===== config.mk =====
export PLATFORM = sky130hd
export DESIGN_NAME = dit_host_flat
export DESIGN_NICKNAME = d
export VERILOG_FILES = /design/src/core/dit_pkg.sv /design/src/core/dit_if.sv /design/src/core/dit_host.sv /design/src/flat_wrapper.sv
export SDC_FILE = /design/constraint.sdc
export NUM_CORES = 1
export LEC_CHECK = 0
export ABC_CLOCK_PERIOD_IN_PS = 3500
export BUFFER_PORTS_ARGS = -buffer_cell sky130_fd_sc_hd__buf_2
export CAP_MARGIN = 20
export CORE_ASPECT_RATIO = 0.5
export CORE_UTILIZATION = 39
export CTS_BUF_LIST = sky130_fd_sc_hd__clkbuf_16
export CTS_CLUSTER_DIAMETER = 50
export CTS_CLUSTER_SIZE = 10
export DETAILED_ROUTE_END_ITERATION = 8
export GPL_ROUTABILITY_DRIVEN = 0
export PLACE_DENSITY = 0.7
export SYNTH_ARGS = -nofsm -noshare
export SYNTH_HDL_FRONTEND = slang
export SYNTH_SLANG_ARGS = --single-unit

===== constraint.sdc =====
create_clock -name clk -period 3.5 [get_ports clk]
set_clock_uncertainty 0.15 [all_clocks]
set_input_delay 0.7 -clock clk [delete_from_list [all_inputs] [get_ports clk]]
set_output_delay 0.7 -clock clk [all_outputs]
set_load 0.02 [all_outputs]

===== src/core/dit_pkg.sv =====
// constants shared by both ends of the decade interval timer
// Function
// - output command loads 3-bit interval selection
// - interval is ten to (n-1) milliseconds
// - output data bits 3..15 are ignored
// - input command returns status, only bit 4
// - bit 4 set when an interval lost
// - software checks status after each interval
// - software counts decades for other durations
// - set-control starts the interval counting
// - skip-on-flag reports elapsed interval
// - clear-control stops the decade counters
// - run gates reference; clear-flag clears flag, buffer
// - interval end sets buffer, flag at T2
// - output clears selection, counters, then loads
// - preset sets flag; control reset stops counters
`default_nettype none
package dit_pkg;
  localparam int unsigned CLK_HZ = 250_000_000;
  localparam int unsigned REF_HZ = 100_000;
  localparam int unsigned REF_DIV = CLK_HZ / REF_HZ;
  localparam int unsigned SEL_W = 3;
  localparam int unsigned WORD_W = 16;
  localparam int unsigned DECADES = 8;
  localparam int unsigned LOST_BIT = 4;
  // host command codes
  localparam logic [2:0] CMD_OUT = 3'h1;
  localparam logic [2:0] CMD_IN = 3'h2;
  localparam logic [2:0] CMD_STC = 3'h3;
  localparam logic [2:0] CMD_CLC = 3'h4;
  localparam logic [2:0] CMD_CLF = 3'h5;
  localparam logic [2:0] CMD_SFS = 3'h6;
  localparam logic [2:0] CMD_PRE = 3'h7;
  // wishbone register offsets of the host controller
  localparam logic [3:0] A_CMD = 4'h0;
  localparam logic [3:0] A_DATA = 4'h4;
  localparam logic [3:0] A_STAT = 4'h8;
  localparam logic [3:0] A_IRQ_ST = 4'hc;
  // host phase sequencer length and phase numbers
  localparam logic [2:0] PH_T2 = 3'h1;
  localparam logic [2:0] PH_T3 = 3'h2;
  localparam logic [2:0] PH_T4 = 3'h3;
  localparam logic [2:0] PH_LAST = 3'h5;
endpackage : dit_pkg
`default_nettype wire


===== src/core/dit_if.sv =====
// host i/o bus between the host controller and the timer card
`default_nettype none
interface dit_if;
  logic [2:0] cmd;
  logic cmd_t3;
  logic flag_enable_phase;
  logic power_on_preset;
  logic control_reset;
  logic io_output_strobe;
  logic [15:0] io_output_data_bits;
  logic [15:0] io_input_data_bits;
  logic skip_on_flag;
  logic irq_req;
  modport host (
    output cmd, cmd_t3, flag_enable_phase, power_on_preset, control_reset,
    output io_output_strobe, io_output_data_bits,
    input io_input_data_bits, skip_on_flag, irq_req
  );
  modport card (
    input cmd, cmd_t3, flag_enable_phase, power_on_preset, control_reset,
    input io_output_strobe, io_output_data_bits,
    output io_input_data_bits, skip_on_flag, irq_req
  );
endinterface : dit_if
`default_nettype wire


===== src/core/dit_host.sv =====
// host i/o controller: wishbone slave issuing timer bus commands
`default_nettype none
module dit_host (
  // clock and reset
  input wire logic clk,
  input wire logic arst_n,
  // wishbone slave
  input wire logic wb_cyc_i,
  input wire logic wb_stb_i,
  input wire logic wb_we_i,
  input wire logic [3:0] wb_adr_i,
  input wire logic [3:0] wb_sel_i,
  input wire logic [31:0] wb_dat_i,
  output logic [31:0] wb_dat_o,
  output logic wb_ack_o,
  // interrupt
  output logic irq,
  // timer bus
  dit_if.host bus
);
  import dit_pkg::*;
  typedef enum logic [1:0] {IDLE = 2'b01, BUSY = 2'b10} st_t;
  st_t st_r, st_nxt;
  logic [2:0] ph_r, ph_nxt, cmd_r, cmd_nxt;
  logic [15:0] odat_r, odat_nxt, idat_r, idat_nxt;
  logic skip_r, skip_nxt, ack_r, ack_nxt;
  logic [1:0] ist_r, ist_nxt, ien_r, ien_nxt;
  logic [31:0] rd_r, rd_nxt;
  logic req, t2, t3;

  assign req = wb_cyc_i && wb_stb_i && !ack_r;
  assign t2 = ph_r == PH_T2;
  assign t3 = ph_r == PH_T3;

  always_comb
  begin
    st_nxt = st_r;
    cmd_nxt = cmd_r;
    odat_nxt = odat_r;
    idat_nxt = idat_r;
    skip_nxt = skip_r;
    ist_nxt = ist_r;
    ien_nxt = ien_r;
    rd_nxt = rd_r;
    ack_nxt = 1'b0;
    ph_nxt = (ph_r == PH_LAST) ? '0 : ph_r + 3'h1;
    if (bus.irq_req)
      ist_nxt[0] = 1'b1;
    unique case (st_r)
      IDLE:
        if (req)
        begin
          if (wb_we_i && wb_adr_i == A_CMD && wb_sel_i[0])
          begin
            // start only at the phase wrap so t2, t3 and t4 all follow
            if (ph_r == PH_LAST)
            begin
              cmd_nxt = wb_dat_i[2:0];
              st_nxt = BUSY;
            end
          end
          else
          begin
            ack_nxt = 1'b1;
            if (wb_we_i && wb_adr_i == A_DATA)
              odat_nxt = wb_dat_i[15:0];
            if (wb_we_i && wb_adr_i == A_IRQ_ST)
              ist_nxt = ist_r & ~wb_dat_i[1:0] | {1'b0, bus.irq_req};
            if (wb_we_i && wb_adr_i == A_STAT)
              ien_nxt = wb_dat_i[1:0];
            unique case (wb_adr_i)
              A_DATA: rd_nxt = {16'h0000, idat_r};
              A_STAT: rd_nxt = {29'h0, skip_r, ien_r};
              A_IRQ_ST: rd_nxt = {30'h0, ist_r};
              default: rd_nxt = 32'h0;
            endcase
          end
        end
      BUSY:
        if (ph_r == PH_LAST)
        begin
          if (cmd_r == CMD_IN)
            idat_nxt = bus.io_input_data_bits;
          if (cmd_r == CMD_SFS)
          begin
            skip_nxt = 1'b0;
            rd_nxt = 32'h0;
          end
          ack_nxt = 1'b1;
          st_nxt = IDLE;
        end
        else if (cmd_r == CMD_SFS && bus.skip_on_flag)
        begin
          skip_nxt = 1'b1;
          ist_nxt[1] = 1'b1;
        end
      default: st_nxt = IDLE;
    endcase
  end

  always_ff @(posedge clk or negedge arst_n)
  begin
    if (!arst_n)
    begin
      st_r <= IDLE;
      ph_r <= '0;
      cmd_r <= '0;
      odat_r <= '0;
      idat_r <= '0;
      skip_r <= 1'b0;
      ack_r <= 1'b0;
      ist_r <= '0;
      ien_r <= '0;
      rd_r <= '0;
    end
    else
    begin
      st_r <= st_nxt;
      ph_r <= ph_nxt;
      cmd_r <= cmd_nxt;
      odat_r <= odat_nxt;
      idat_r <= idat_nxt;
      skip_r <= skip_nxt;
      ack_r <= ack_nxt;
      ist_r <= ist_nxt;
      ien_r <= ien_nxt;
      rd_r <= rd_nxt;
    end
  end

  // commands are driven only inside the busy phase window
  always_comb
  begin
    bus.cmd = '0;
    bus.io_output_strobe = 1'b0;
    bus.cmd_t3 = 1'b0;
    bus.power_on_preset = 1'b0;
    bus.control_reset = 1'b0;
    if (st_r == BUSY && ph_r == PH_T4)
    begin
      bus.cmd = (cmd_r == CMD_PRE) ? 3'h0 : cmd_r;
      bus.io_output_strobe = cmd_r == CMD_OUT;
      bus.power_on_preset = cmd_r == CMD_PRE;
      bus.control_reset = cmd_r == CMD_PRE;
    end
    if (st_r == BUSY && t3 && cmd_r == CMD_OUT)
    begin
      bus.io_output_strobe = 1'b1;
      bus.cmd_t3 = 1'b1;
    end
    if (st_r == BUSY && cmd_r == CMD_SFS && ph_r != PH_LAST)
      bus.cmd = CMD_SFS;
  end
  assign bus.flag_enable_phase = t2;
  assign bus.io_output_data_bits = odat_r;
  assign wb_dat_o = rd_r;
  assign wb_ack_o = ack_r;
  assign irq = |(ist_r & ien_r);
endmodule // dit_host
`default_nettype wire


===== src/flat_wrapper.sv =====
// flat-port wrapper written by rule: the top's interface ports become plain ports
module dit_host_flat import dit_pkg::*;
  (clk, arst_n, wb_cyc_i, wb_stb_i, wb_we_i, wb_adr_i, wb_sel_i, wb_dat_i, wb_dat_o, wb_ack_o, irq, bus_cmd, bus_cmd_t3, bus_flag_enable_phase, bus_power_on_preset, bus_control_reset, bus_io_output_strobe, bus_io_output_data_bits, bus_io_input_data_bits, bus_skip_on_flag, bus_irq_req);
  dit_if bus_i ();
  input wire logic clk;
  input wire logic arst_n;
  input wire logic wb_cyc_i;
  input wire logic wb_stb_i;
  input wire logic wb_we_i;
  input wire logic [3:0] wb_adr_i;
  input wire logic [3:0] wb_sel_i;
  input wire logic [31:0] wb_dat_i;
  output logic [31:0] wb_dat_o;
  output logic wb_ack_o;
  output logic irq;
  output wire logic [$bits(bus_i.cmd)-1:0] bus_cmd;
  output wire logic [$bits(bus_i.cmd_t3)-1:0] bus_cmd_t3;
  output wire logic [$bits(bus_i.flag_enable_phase)-1:0] bus_flag_enable_phase;
  output wire logic [$bits(bus_i.power_on_preset)-1:0] bus_power_on_preset;
  output wire logic [$bits(bus_i.control_reset)-1:0] bus_control_reset;
  output wire logic [$bits(bus_i.io_output_strobe)-1:0] bus_io_output_strobe;
  output wire logic [$bits(bus_i.io_output_data_bits)-1:0] bus_io_output_data_bits;
  input wire logic [$bits(bus_i.io_input_data_bits)-1:0] bus_io_input_data_bits;
  input wire logic [$bits(bus_i.skip_on_flag)-1:0] bus_skip_on_flag;
  input wire logic [$bits(bus_i.irq_req)-1:0] bus_irq_req;
  assign bus_cmd = bus_i.cmd;
  assign bus_cmd_t3 = bus_i.cmd_t3;
  assign bus_flag_enable_phase = bus_i.flag_enable_phase;
  assign bus_power_on_preset = bus_i.power_on_preset;
  assign bus_control_reset = bus_i.control_reset;
  assign bus_io_output_strobe = bus_i.io_output_strobe;
  assign bus_io_output_data_bits = bus_i.io_output_data_bits;
  assign bus_i.io_input_data_bits = bus_io_input_data_bits;
  assign bus_i.skip_on_flag = bus_skip_on_flag;
  assign bus_i.irq_req = bus_irq_req;
  dit_host u_core (.clk(clk), .arst_n(arst_n), .wb_cyc_i(wb_cyc_i), .wb_stb_i(wb_stb_i), .wb_we_i(wb_we_i), .wb_adr_i(wb_adr_i), .wb_sel_i(wb_sel_i), .wb_dat_i(wb_dat_i), .wb_dat_o(wb_dat_o), .wb_ack_o(wb_ack_o), .irq(irq), .bus(bus_i));
endmodule

==> impl_metrics.py, run 1 <==
metrics = {
    "sta": {
        "setup-tns-final_ns": 0,
        "timing.fmax_ghz": 0.367,
        "slew_viol_final": 0,
        "rsz0062_at_grt": "false",
        "worstMarginPinSlew_ns": 0.750,
        "max_slew_margin_pct": 50.0,
        "period_share_pct": 77.8,
        "hold_viol": 0,
        "setup_viol": 0,
        "finalCriticalPeriod_ns": 2.72,
    },
    "yosys": {
        "synth_area_per_cell_sq_um": 12.2,
        "yosysWarnings": 0,
        "yosysMostFrequentCell": "dfrtp_1",
        "synth_top_flop_cell": "dfrtp_1",
        "synth_edf_count": 0,
        "synth_top_area_share_pct": 51.6,
        "yosys-top-cells-count": "dfrtp_1, mux2_2, buf_4",
        "yosysSeqAreaShare_pct": 52.5,
        "synth_cell_types": 45,
        "yosysTopAreaCell": "dfrtp_1",
        "netlist_area_sq_um": 2960,
        "synthCells": 243,
        "yosys-top-cells-area": "dfrtp_1, mux2_2, buf_4",
        "async_flop_share_pct": 100,
        "ys_seq_elements": 62,
    },
    "floorplan": {
        "io_pins": 121,
        "core_area_sq_um": 7320,
        "die_y_um": 63.6,
        "num_rows": 22,
        "initial_core_util_pct": 40.4,
        "dieWidth_um": 125,
        "die_area_sq_um": 7960,
    },
    "route": {
        "drt_wl_total_um": 5890,
        "post_drt_via_cell_ratio": 4.78,
        "drc": 4,
        "vias": 2056,
        "first_pass_iters": 8,
        "drtIter0Drc": 77,
        "postRouteAntennaNets": 0,
        "wl_per_cell_um": 13.7,
    },
    "pwr": {
        "clockPowerShare_pct": 42.8,
        "intPower_w": 0.00130,
        "p_seq_share_pct": 45.4,
        "p_per_area_nw_per_um2": 474,
        "power_frac_comb_pct": 11.8,
        "leakage_nw": 1.92,
        "switching_share_pct": 24.4,
        "power.switching_w": 0.000419,
        "max-vdd-ir-drop_mv": 0.297,
    },
    "layout": {
        "fin_util_pct": 49.6,
        "n_antenna_cell": 0,
        "areaGrowthSynthToFinish_pct": 22.7,
        "nets": 396,
        "fill_cells": 676,
        "drive_gt1_share_pct": 44.9,
    },
    "critical_path": {
        "critPathSlowestCell": "a2111oi_0",
        "crit_type": "flip-flop to output pin",
        "slowest_delay_ns": 0.41,
        "path_buf_inv": 2,
        "cp_max_fo": 10,
        "path_cells": "inv_1 -> ha_1 -> nand2_1 -> a2111oi_0 -> buf_2",
        "path_delay_family": "compound AO/OA/AOI/OAI gates",
        "end_kind": "output pin",
        "cp.required_ns": 2.65,
        "worst_ep_arrival_time_ns": 1.87,
        "worstSetupStartpointType": "flip-flop",
    },
    "status": {
        "status": "finished, violations left",
        "violations": "DRC",
    },
    "clocking": {
        "cts_buffer_depth": 2,
        "htree_levels": 3,
        "post-cts-setup-buffer-count": 0,
        "clockRootBuffer": "clkbuf_16",
        "clk_latency_ns": 0.32,
        "path_clk_slew_ns": 0.05,
        "cts_buffers": 9,
        "ctsResizeCount": 0,
        "cts_sinks": 62,
        "cts_hold_buffers": 0,
        "cts_tree": "built",
    },
    "global_route": {
        "antenna_found_initial": 0,
        "grt.overflow.total": 0,
        "grt_pass1_wl_um": 9830,
        "track_usage_pct": 16.0,
        "first_global_vias": 2079,
        "grt_max_degree": 37,
    },
    "placement": {
        "dp_hpwl_um": 4280,
        "io_buffers": 85,
    },
    "min_path": {
        "hold_path.class": "input port to asynchronous set/reset pin",
    },
    "job": {
        "cap_violations": 0,
    },
}
==> layer usage <==
metal	GRT usage, %	share of wire, %	vias up
li1	-	-	975
met1	19.2	45	1025
met2	27.6	51	51
met3	5.52	3.7	5
met4	3.81	0.75	0
met5	0	0	-
==> worst paths after layout <==
kind / from / to / slack, ns / cells past startpoint
setup reg to reg: u_core.st_r[0]$_DFFE_PN1P_ / u_core.idat_r[5]$_DFFE_PN0P_ / 1.18 / 5
hold / removal: arst_n / u_core.bus.io_output_data_bits[12]$_DFFE_PN0P_ / 0.24 / 1
setup / recovery: u_core.st_r[0]$_DFFE_PN1P_ / bus_io_output_strobe / 0.78 / 5
min in group clk: u_core.wb_dat_o[0]$_DFFE_PN0P_ / u_core.wb_dat_o[0]$_DFFE_PN0P_ / 0.35 / 1
hold reg to reg: u_core.wb_dat_o[0]$_DFFE_PN0P_ / u_core.wb_dat_o[0]$_DFFE_PN0P_ / 0.35 / 1
max in group asynchronous: arst_n / u_core.st_r[0]$_DFFE_PN1P_ / 2.05 / 2
==> registers in the layout, indices dropped and copies added, names as in the netlist <==
register	flops
u_core.idat_r	16
u_core.wb_ack_o	1
u_core.ist_r	2
u_core.ph_r	3
u_core.wb_dat_o	16
u_core.st_r	2
u_core.bus.io_output_data_bits	16
u_core.cmd_r	3
u_core.skip_r	1
u_core.ien_r	2
==> worst reg2reg max path, stage by stage (launching register included) <==
cell and delay, ns:
dfstp_2 0.37, inv_1 0.06, ha_1 0.35, nor2b_1 0.28, nand4b_2 0.51, mux2_2 0.48
==> area by class of cell <==
cell class,count,area (sq um),share of cell area (%)
flip-flops and latches,62,1550,42.8
multi-input cells,150,1190,32.7
repair buffers,88,448,12.3
clock buffers,9,225,6.20
well taps,96,120,3.31
inverters,19,71.3,1.96
clock inverters,6,23.8,0.655
==> cell usage in the layout, fill, tap and decap left out, types with 3 or more instances in the layout <==
| master | count |
|---|---|
| inv_1 | 22 |
| buf_4 | 3 |
| conb_1 | 16 |
| buf_2 | 85 |
| a21oi_1 | 7 |
| dfrtp_1 | 61 |
| mux2_4 | 3 |
| nor2_1 | 8 |
| ha_1 | 3 |
| nand2_1 | 18 |
| nand2b_1 | 3 |
| mux2_2 | 39 |
| clkbuf_16 | 9 |
| mux2i_1 | 14 |
| nand3_1 | 5 |
==> logic make-up after synthesis <==
| kind of cell | after synthesis | share of synthesized area, % |
|---|---|---|
| DFF | 62 | 52.5 |
| muxes | 56 | 21.1 |
| and+or+nand+nor | 54 | 10.9 |
| buffers and inverters | 46 | 9.22 |
| AOI/OAI and AO/OA | 21 | 4.86 |
| adders and majority gates | 3 | 1.27 |
| other | 1 | 0.127 |
==> metrics by stage <==
stage	hold slack, ns	setup slack (ns)	instance area (sq um)	total power (W)	std cells
final	0.239	0.776	3630	0.00172	430
after global routing	0.279	0.473	3630	0.00180	430
after CTS	0.254	0.719	3630	0.00174	430
after detailed placement	0.337	0.879	3380	0.000998	415
after global placement	0.337	0.950	3380	0.000989	415
after floorplan	0.254	0.772	3010	0.000925	258
==> power groups by stage <==
stage / sequential (W) / clock, W / combinational [W]
after global placement: 0.000789 / 0 / 0.000200
after floorplan: 0.000824 / 0 / 0.000101
final: 0.000781 / 0.000737 / 0.000202
after detailed placement: 0.000792 / 0 / 0.000205
after CTS: 0.000781 / 0.000754 / 0.000206
after global routing: 0.000785 / 0.000793 / 0.000220
Power figures use the tool's default switching activity.
==> run 2: changes to the inputs <==
ABC_CLOCK_PERIOD_IN_PS = 2300   (was 3500)
PLACE_DENSITY = 0.72   (was 0.7)
clock period = 2.3 ns   (was 3.5 ns; I/O delays follow)
==> run 2 against run 1 <==
The run now ends clean. Non-clock buffer count rose by 9. Sequential share of layout area fell by 1.1 points. Routed wire length rose by 0.82%. Final area rose by 2.8%. Clock-buffer cell count did not move. Sequential cell count did not move. First-iteration DRC count fell by 1.3%. Sequential power rose by 52%. Critical path type unchanged. Critical path depth did not move.
==> impl_metrics.py, run 2 (synthesized netlist as in run 1, its figures left out) <==
metrics = {
    "route": {
        "drc": 0,
        "drtIter0Drc": 76,
        "first_pass_iters": 6,
        "drt_wl_total_um": 5940,
        "wl_per_cell_um": 13.6,
        "postRouteAntennaNets": 0,
        "vias": 2053,
        "post_drt_via_cell_ratio": 4.69,
    },
    "layout": {
        "fill_cells": 658,
        "nets": 405,
        "final_cell_mix": "buf_2, dfrtp_1, mux2_2",
        "layout_commonest_cell": "buf_2",
        "drive_gt1_share_pct": 47.7,
        "finalNonFillerCells": 438,
        "areaGrowthSynthToFinish_pct": 26.1,
        "n_antenna_cell": 0,
    },
    "clocking": {
        "cts_sinks": 62,
        "htree_levels": 3,
        "clk_latency_ns": 0.32,
        "cts_buffers": 9,
        "path_clk_slew_ns": 0.05,
        "clockRootBuffer": "clkbuf_16",
        "cts_buffer_depth": 2,
        "cts_tree": "built",
    },
    "status": {
        "status": "completed",
    },
    "critical_path": {
        "crit_type": "flip-flop to output pin",
        "end_kind": "output pin",
        "rr_endpoint": "u_core.wb_dat_o[6]$_DFFE_PN0P_",
        "cp_max_fo": 10,
        "path_cells": "inv_1 -> ha_4 -> nand2_1 -> a2111oi_2 -> buf_2",
        "critPathSlowestCell": "dfstp_2",
        "ff2ff_setup_slack_ns": 0.21,
        "timing.rr.start": "u_core.st_r[0]$_DFFE_PN1P_",
        "crit_start": "u_core.st_r[0]$_DFFE_PN1P_",
        "worstSetupStartpointType": "flip-flop",
        "slowest_delay_ns": 0.37,
        "r2r_cells": 7,
        "worst_ep_arrival_time_ns": 1.61,
        "cp.required_ns": 1.69,
    },
    "placement": {
        "io_buffers": 85,
        "pre_cts_slack_ns": 0.0869,
        "placed_cells": 418,
        "dp_hpwl_um": 4370,
    },
    "floorplan": {
        "core_area_sq_um": 7320,
        "io_pins": 121,
        "dieWidth_um": 125,
        "initial_core_util_pct": 40.4,
        "die_area_sq_um": 7960,
        "die_y_um": 63.6,
        "num_rows": 22,
    },
    "sta": {
        "finalCriticalPeriod_ns": 2.22,
        "worstMarginPinSlew_ns": 0.531,
        "finalWorstSetupSlack_ns": 0.0768,
        "hold_viol": 0,
        "setup_viol": 0,
        "max_slew_margin_pct": 64.6,
        "slew_viol_final": 0,
        "period_share_pct": 96.7,
        "timing.fmax_ghz": 0.450,
    },
    "global_route": {
        "grt.overflow.total": 0,
        "grt_max_degree": 25,
        "track_usage_pct": 16.1,
        "antenna_found_initial": 0,
        "grt_pass1_wl_um": 9870,
        "first_global_vias": 2124,
    },
    "pwr": {
        "leakage_nw": 1.96,
        "max-vdd-ir-drop_mv": 0.383,
        "p_per_area_nw_per_um2": 699,
    },
    "job": {
        "cap_violations": 0,
    },
    "min_path": {
        "hold_path.class": "input port to flip-flop",
        "hold_end": "u_core.ist_r[0]$_DFF_PN0_",
        "hold_path_depth": 2,
        "min_from": "bus_irq_req",
    },
}
-- run 2: worst max path at each step --
| stage | endpoint | slack, ns | depth (start not counted) |
|---|---|---|---|
| after detailed placement | u_core.wb_dat_o[6]$_DFFE_PN0P_ | 0.09 | 7 |
| after CTS | bus_io_output_strobe | 0.005 | 5 |
| after global placement | u_core.wb_dat_o[6]$_DFFE_PN0P_ | 0.13 | 7 |
| final | bus_io_output_strobe | 0.08 | 5 |
| after floorplan | bus_io_output_strobe | 0.06 | 5 |
| after global routing | bus_io_output_strobe | -0.01 | 5 |
-- run 2: what timing repair did --
item                                   CTS  global route
setup buffers                            0             5
pin swaps                                0             0
setup endpoints to repair                1             1
resized for setup                        3             3
endpoints found under the hold margin   21             0
hold buffers                             1             0
-- run 2: power breakdown --
part,switching [W],total (W),internal [W]
sequential,0.0000336,0.00119,0.00116
combinational,0.000181,0.000310,0.000129
clock,0.000414,0.00111,0.000696
-- run 2: area by class of cell --
| cell class | count | area (sq um) | share of cell area [%] |
|---|---|---|---|
| Clock inverter | 5 | 20.0 | 0.537 |
| Timing Repair Buffer | 97 | 531 | 14.2 |
| Clock buffer | 9 | 225 | 6.04 |
| Tap cell | 96 | 120 | 3.22 |
| Inverter | 19 | 71.3 | 1.91 |
| Multi-Input combinational cell | 150 | 1210 | 32.4 |
| Sequential cell | 62 | 1550 | 41.6 |
-- run 2: worst max-delay path: cells and delay by family, from the launching register on --
family | cells | cell delay [ns]
AO/OA/AOI/OAI | 1 | 0.32
adder cells (fa/ha/maj) | 1 | 0.20
buffers and inverters | 2 | 0.31
flip-flops | 1 | 0.37
AND/OR/NAND/NOR | 1 | 0.10
-- run 2: metal layers --
layer  part of all wire, %  track usage, %  up-vias
met4                  0.40            5.95        0
met5                     0               0        -
met3                   3.9            4.67        2
li1                      -               -      995
met2                    52            28.6       52
met1                    44            18.6     1004
-- run 2: metrics by stage --
stage / utilization [%] / setup TNS [ns] / cell area (sq um) / hold slack (ns) / total power [W]
6_report: 51.0 / 0 / 3730 / 0.183 / 0.00261
5_1_grt: 51.0 / -0.0137 / 3730 / 0.181 / 0.00273
2_1_floorplan: - / 0 / 3020 / 0.0144 / 0.00141
3_3_place_gp: 46.7 / 0 / 3420 / 0.295 / 0.00150
3_5_place_dp: 46.7 / 0 / 3420 / 0.323 / 0.00152
4_1_cts: 50.3 / 0 / 3690 / 0.179 / 0.00265
==> run 3: changes to the inputs <==
CORE_UTILIZATION = 25   (was 39)
PLACE_DENSITY = 0.52   (was 0.72)
==> run 3 against run 2 <==
Setup slack better by 0.010 ns. Fmax up 0.46%. Core utilization down 16 points. Sequential cell count unchanged. Register-to-register slack worse by 0.02 ns. Clock-buffer cell count unchanged. Worst hold slack worse by 0.0038 ns. Total power up 7.1%. Final area up 5.0%. Critical path type unchanged.
==> impl_metrics.py, run 3 (synthesized netlist as in run 1, its figures left out) <==
metrics = {
    "layout": {
        "n_antenna_cell": 0,
        "areaGrowthSynthToFinish_pct": 32.5,
        "nets": 406,
        "layout_commonest_cell": "buf_2",
        "finalNonFillerCells": 504,
        "drive_gt1_share_pct": 48.7,
        "final_cell_mix": "buf_2, dfrtp_1, mux2_2",
    },
    "floorplan": {
        "dieWidth_um": 156,
        "core_area_sq_um": 11200,
        "num_rows": 27,
        "die_y_um": 78.9,
        "io_pins": 121,
        "initial_core_util_pct": 26.3,
        "die_area_sq_um": 12300,
    },
    "route": {
        "first_pass_iters": 3,
        "post_drt_via_cell_ratio": 4.16,
        "vias": 2098,
        "wl_per_cell_um": 13.2,
        "drt_wl_total_um": 6660,
        "drtIter0Drc": 94,
        "postRouteAntennaNets": 0,
        "drc": 0,
    },
    "clocking": {
        "cts_sinks": 62,
        "cts_tree": "built",
        "clk_latency_ns": 0.33,
        "cts_buffer_depth": 2,
        "path_clk_slew_ns": 0.06,
        "clockRootBuffer": "clkbuf_16",
        "cts_buffers": 9,
        "htree_levels": 3,
    },
    "critical_path": {
        "cp.required_ns": 1.69,
        "end_kind": "output pin",
        "timing.rr.start": "u_core.st_r[0]$_DFFE_PN1P_",
        "crit_type": "flip-flop to output pin",
        "cp_max_fo": 6,
        "worst_ep_arrival_time_ns": 1.60,
        "ff2ff_setup_slack_ns": 0.19,
        "worstSetupStartpointType": "flip-flop",
        "crit_start": "u_core.st_r[0]$_DFFE_PN1P_",
        "endpoint": "bus_io_output_strobe",
        "r2r_cells": 7,
        "rr_endpoint": "u_core.wb_dat_o[12]$_DFFE_PN0P_",
    },
    "global_route": {
        "grt_pass1_wl_um": 11000,
        "track_usage_pct": 11.9,
        "grt_max_degree": 33,
        "antenna_found_initial": 0,
        "grt.overflow.total": 0,
        "first_global_vias": 2144,
    },
    "sta": {
        "finalCriticalPeriod_ns": 2.21,
        "slew_viol_final": 0,
        "setup_viol": 0,
        "hold_viol": 0,
        "setup-tns-final_ns": 0,
        "period_share_pct": 96.2,
        "timing.fmax_ghz": 0.452,
        "rsz0062_at_grt": "false",
    },
    "placement": {
        "dp_hpwl_um": 4760,
        "io_buffers": 85,
        "placed_cells": 484,
    },
    "status": {
        "status": "completed",
    },
    "job": {
        "cap_violations": 0,
    },
    "pwr": {
        "leakage_nw": 2.00,
        "max-vdd-ir-drop_mv": 0.356,
        "p_per_area_nw_per_um2": 713,
    },
    "min_path": {
        "hold_path_depth": 2,
        "hold_path.class": "input port to flip-flop",
    },
}
==> run 3: how the worst min path moves through the flow <==
stage,startpoint,end,slack [ns]
6_report,bus_irq_req,u_core.ist_r[0]$_DFF_PN0_,0.18
5_1_grt,bus_irq_req,u_core.ist_r[0]$_DFF_PN0_,0.17
4_1_cts,bus_irq_req,u_core.ist_r[0]$_DFF_PN0_,0.17
3_5_place_dp,arst_n,u_core.bus.io_output_data_bits[7]$_DFFE_PN0P_,0.24
3_3_place_gp,arst_n,u_core.bus.io_output_data_bits[7]$_DFFE_PN0P_,0.25
2_1_floorplan,arst_n,u_core.bus.io_output_data_bits[0]$_DFFE_PN0P_,0.01
==> run 3: metal layers <==
layer / vias to the layer above / GRT usage [%] / routed length, um
met3: 13 / 3.06 / 204
li1: 998 / - / -
met5: - / 0 / 0
met2: 44 / 19.6 / 3260
met1: 1043 / 14.4 / 3060
met4: 0 / 5.88 / 136
==> run 3: layout make-up <==
cell class / count / area, sq um
well taps: 159 / 199
multi-input cells: 150 / 1230
clock buffers: 9 / 225
clock inverters: 7 / 56.3
fillers: 1149 / 7330
repair buffers: 98 / 578
inverters: 19 / 71.3
flip-flops and latches: 62 / 1550
==> run 3: metrics by stage <==
step / area, sq um / worst slack [ns] / power [W] / util (%) / hold WS (ns)
after floorplan: 3020 / 0.0573 / 0.00141 / - / 0.0144
after global placement: 3560 / 0.0741 / 0.00153 / 31.6 / 0.247
after detailed placement: 3560 / 0.0809 / 0.00153 / 31.6 / 0.242
after CTS: 3900 / 0.0176 / 0.00285 / 34.6 / 0.166
after global routing: 3920 / 0.0107 / 0.00293 / 34.8 / 0.172
final: 3920 / 0.0869 / 0.00279 / 34.8 / 0.179
==> run 3: repair_timing <==
action                     in CTS  in global routing
setup endpoints to repair       3                  4
gates resized for setup         7                  3
hold buffers                    1                  0
buffers inserted                2                  1
hold endpoints to repair       12                  0
gates cloned                    0                  0
==> run 3: power breakdown <==
group / total (W) / switching (W) / internal (W)
sequential: 0.00119 / 0.0000310 / 0.00115
clock: 0.00128 / 0.000464 / 0.000819
combinational: 0.000325 / 0.000188 / 0.000138
total: 0.00279 / 0.000683 / 0.00211
==> run 3: critical path, stage by stage, from the launching register on <==
cell	delay, ns
dfstp_2	0.38
inv_1	0.09
ha_4	0.19
nand2_2	0.08
a2111oi_4	0.34
buf_4	0.20
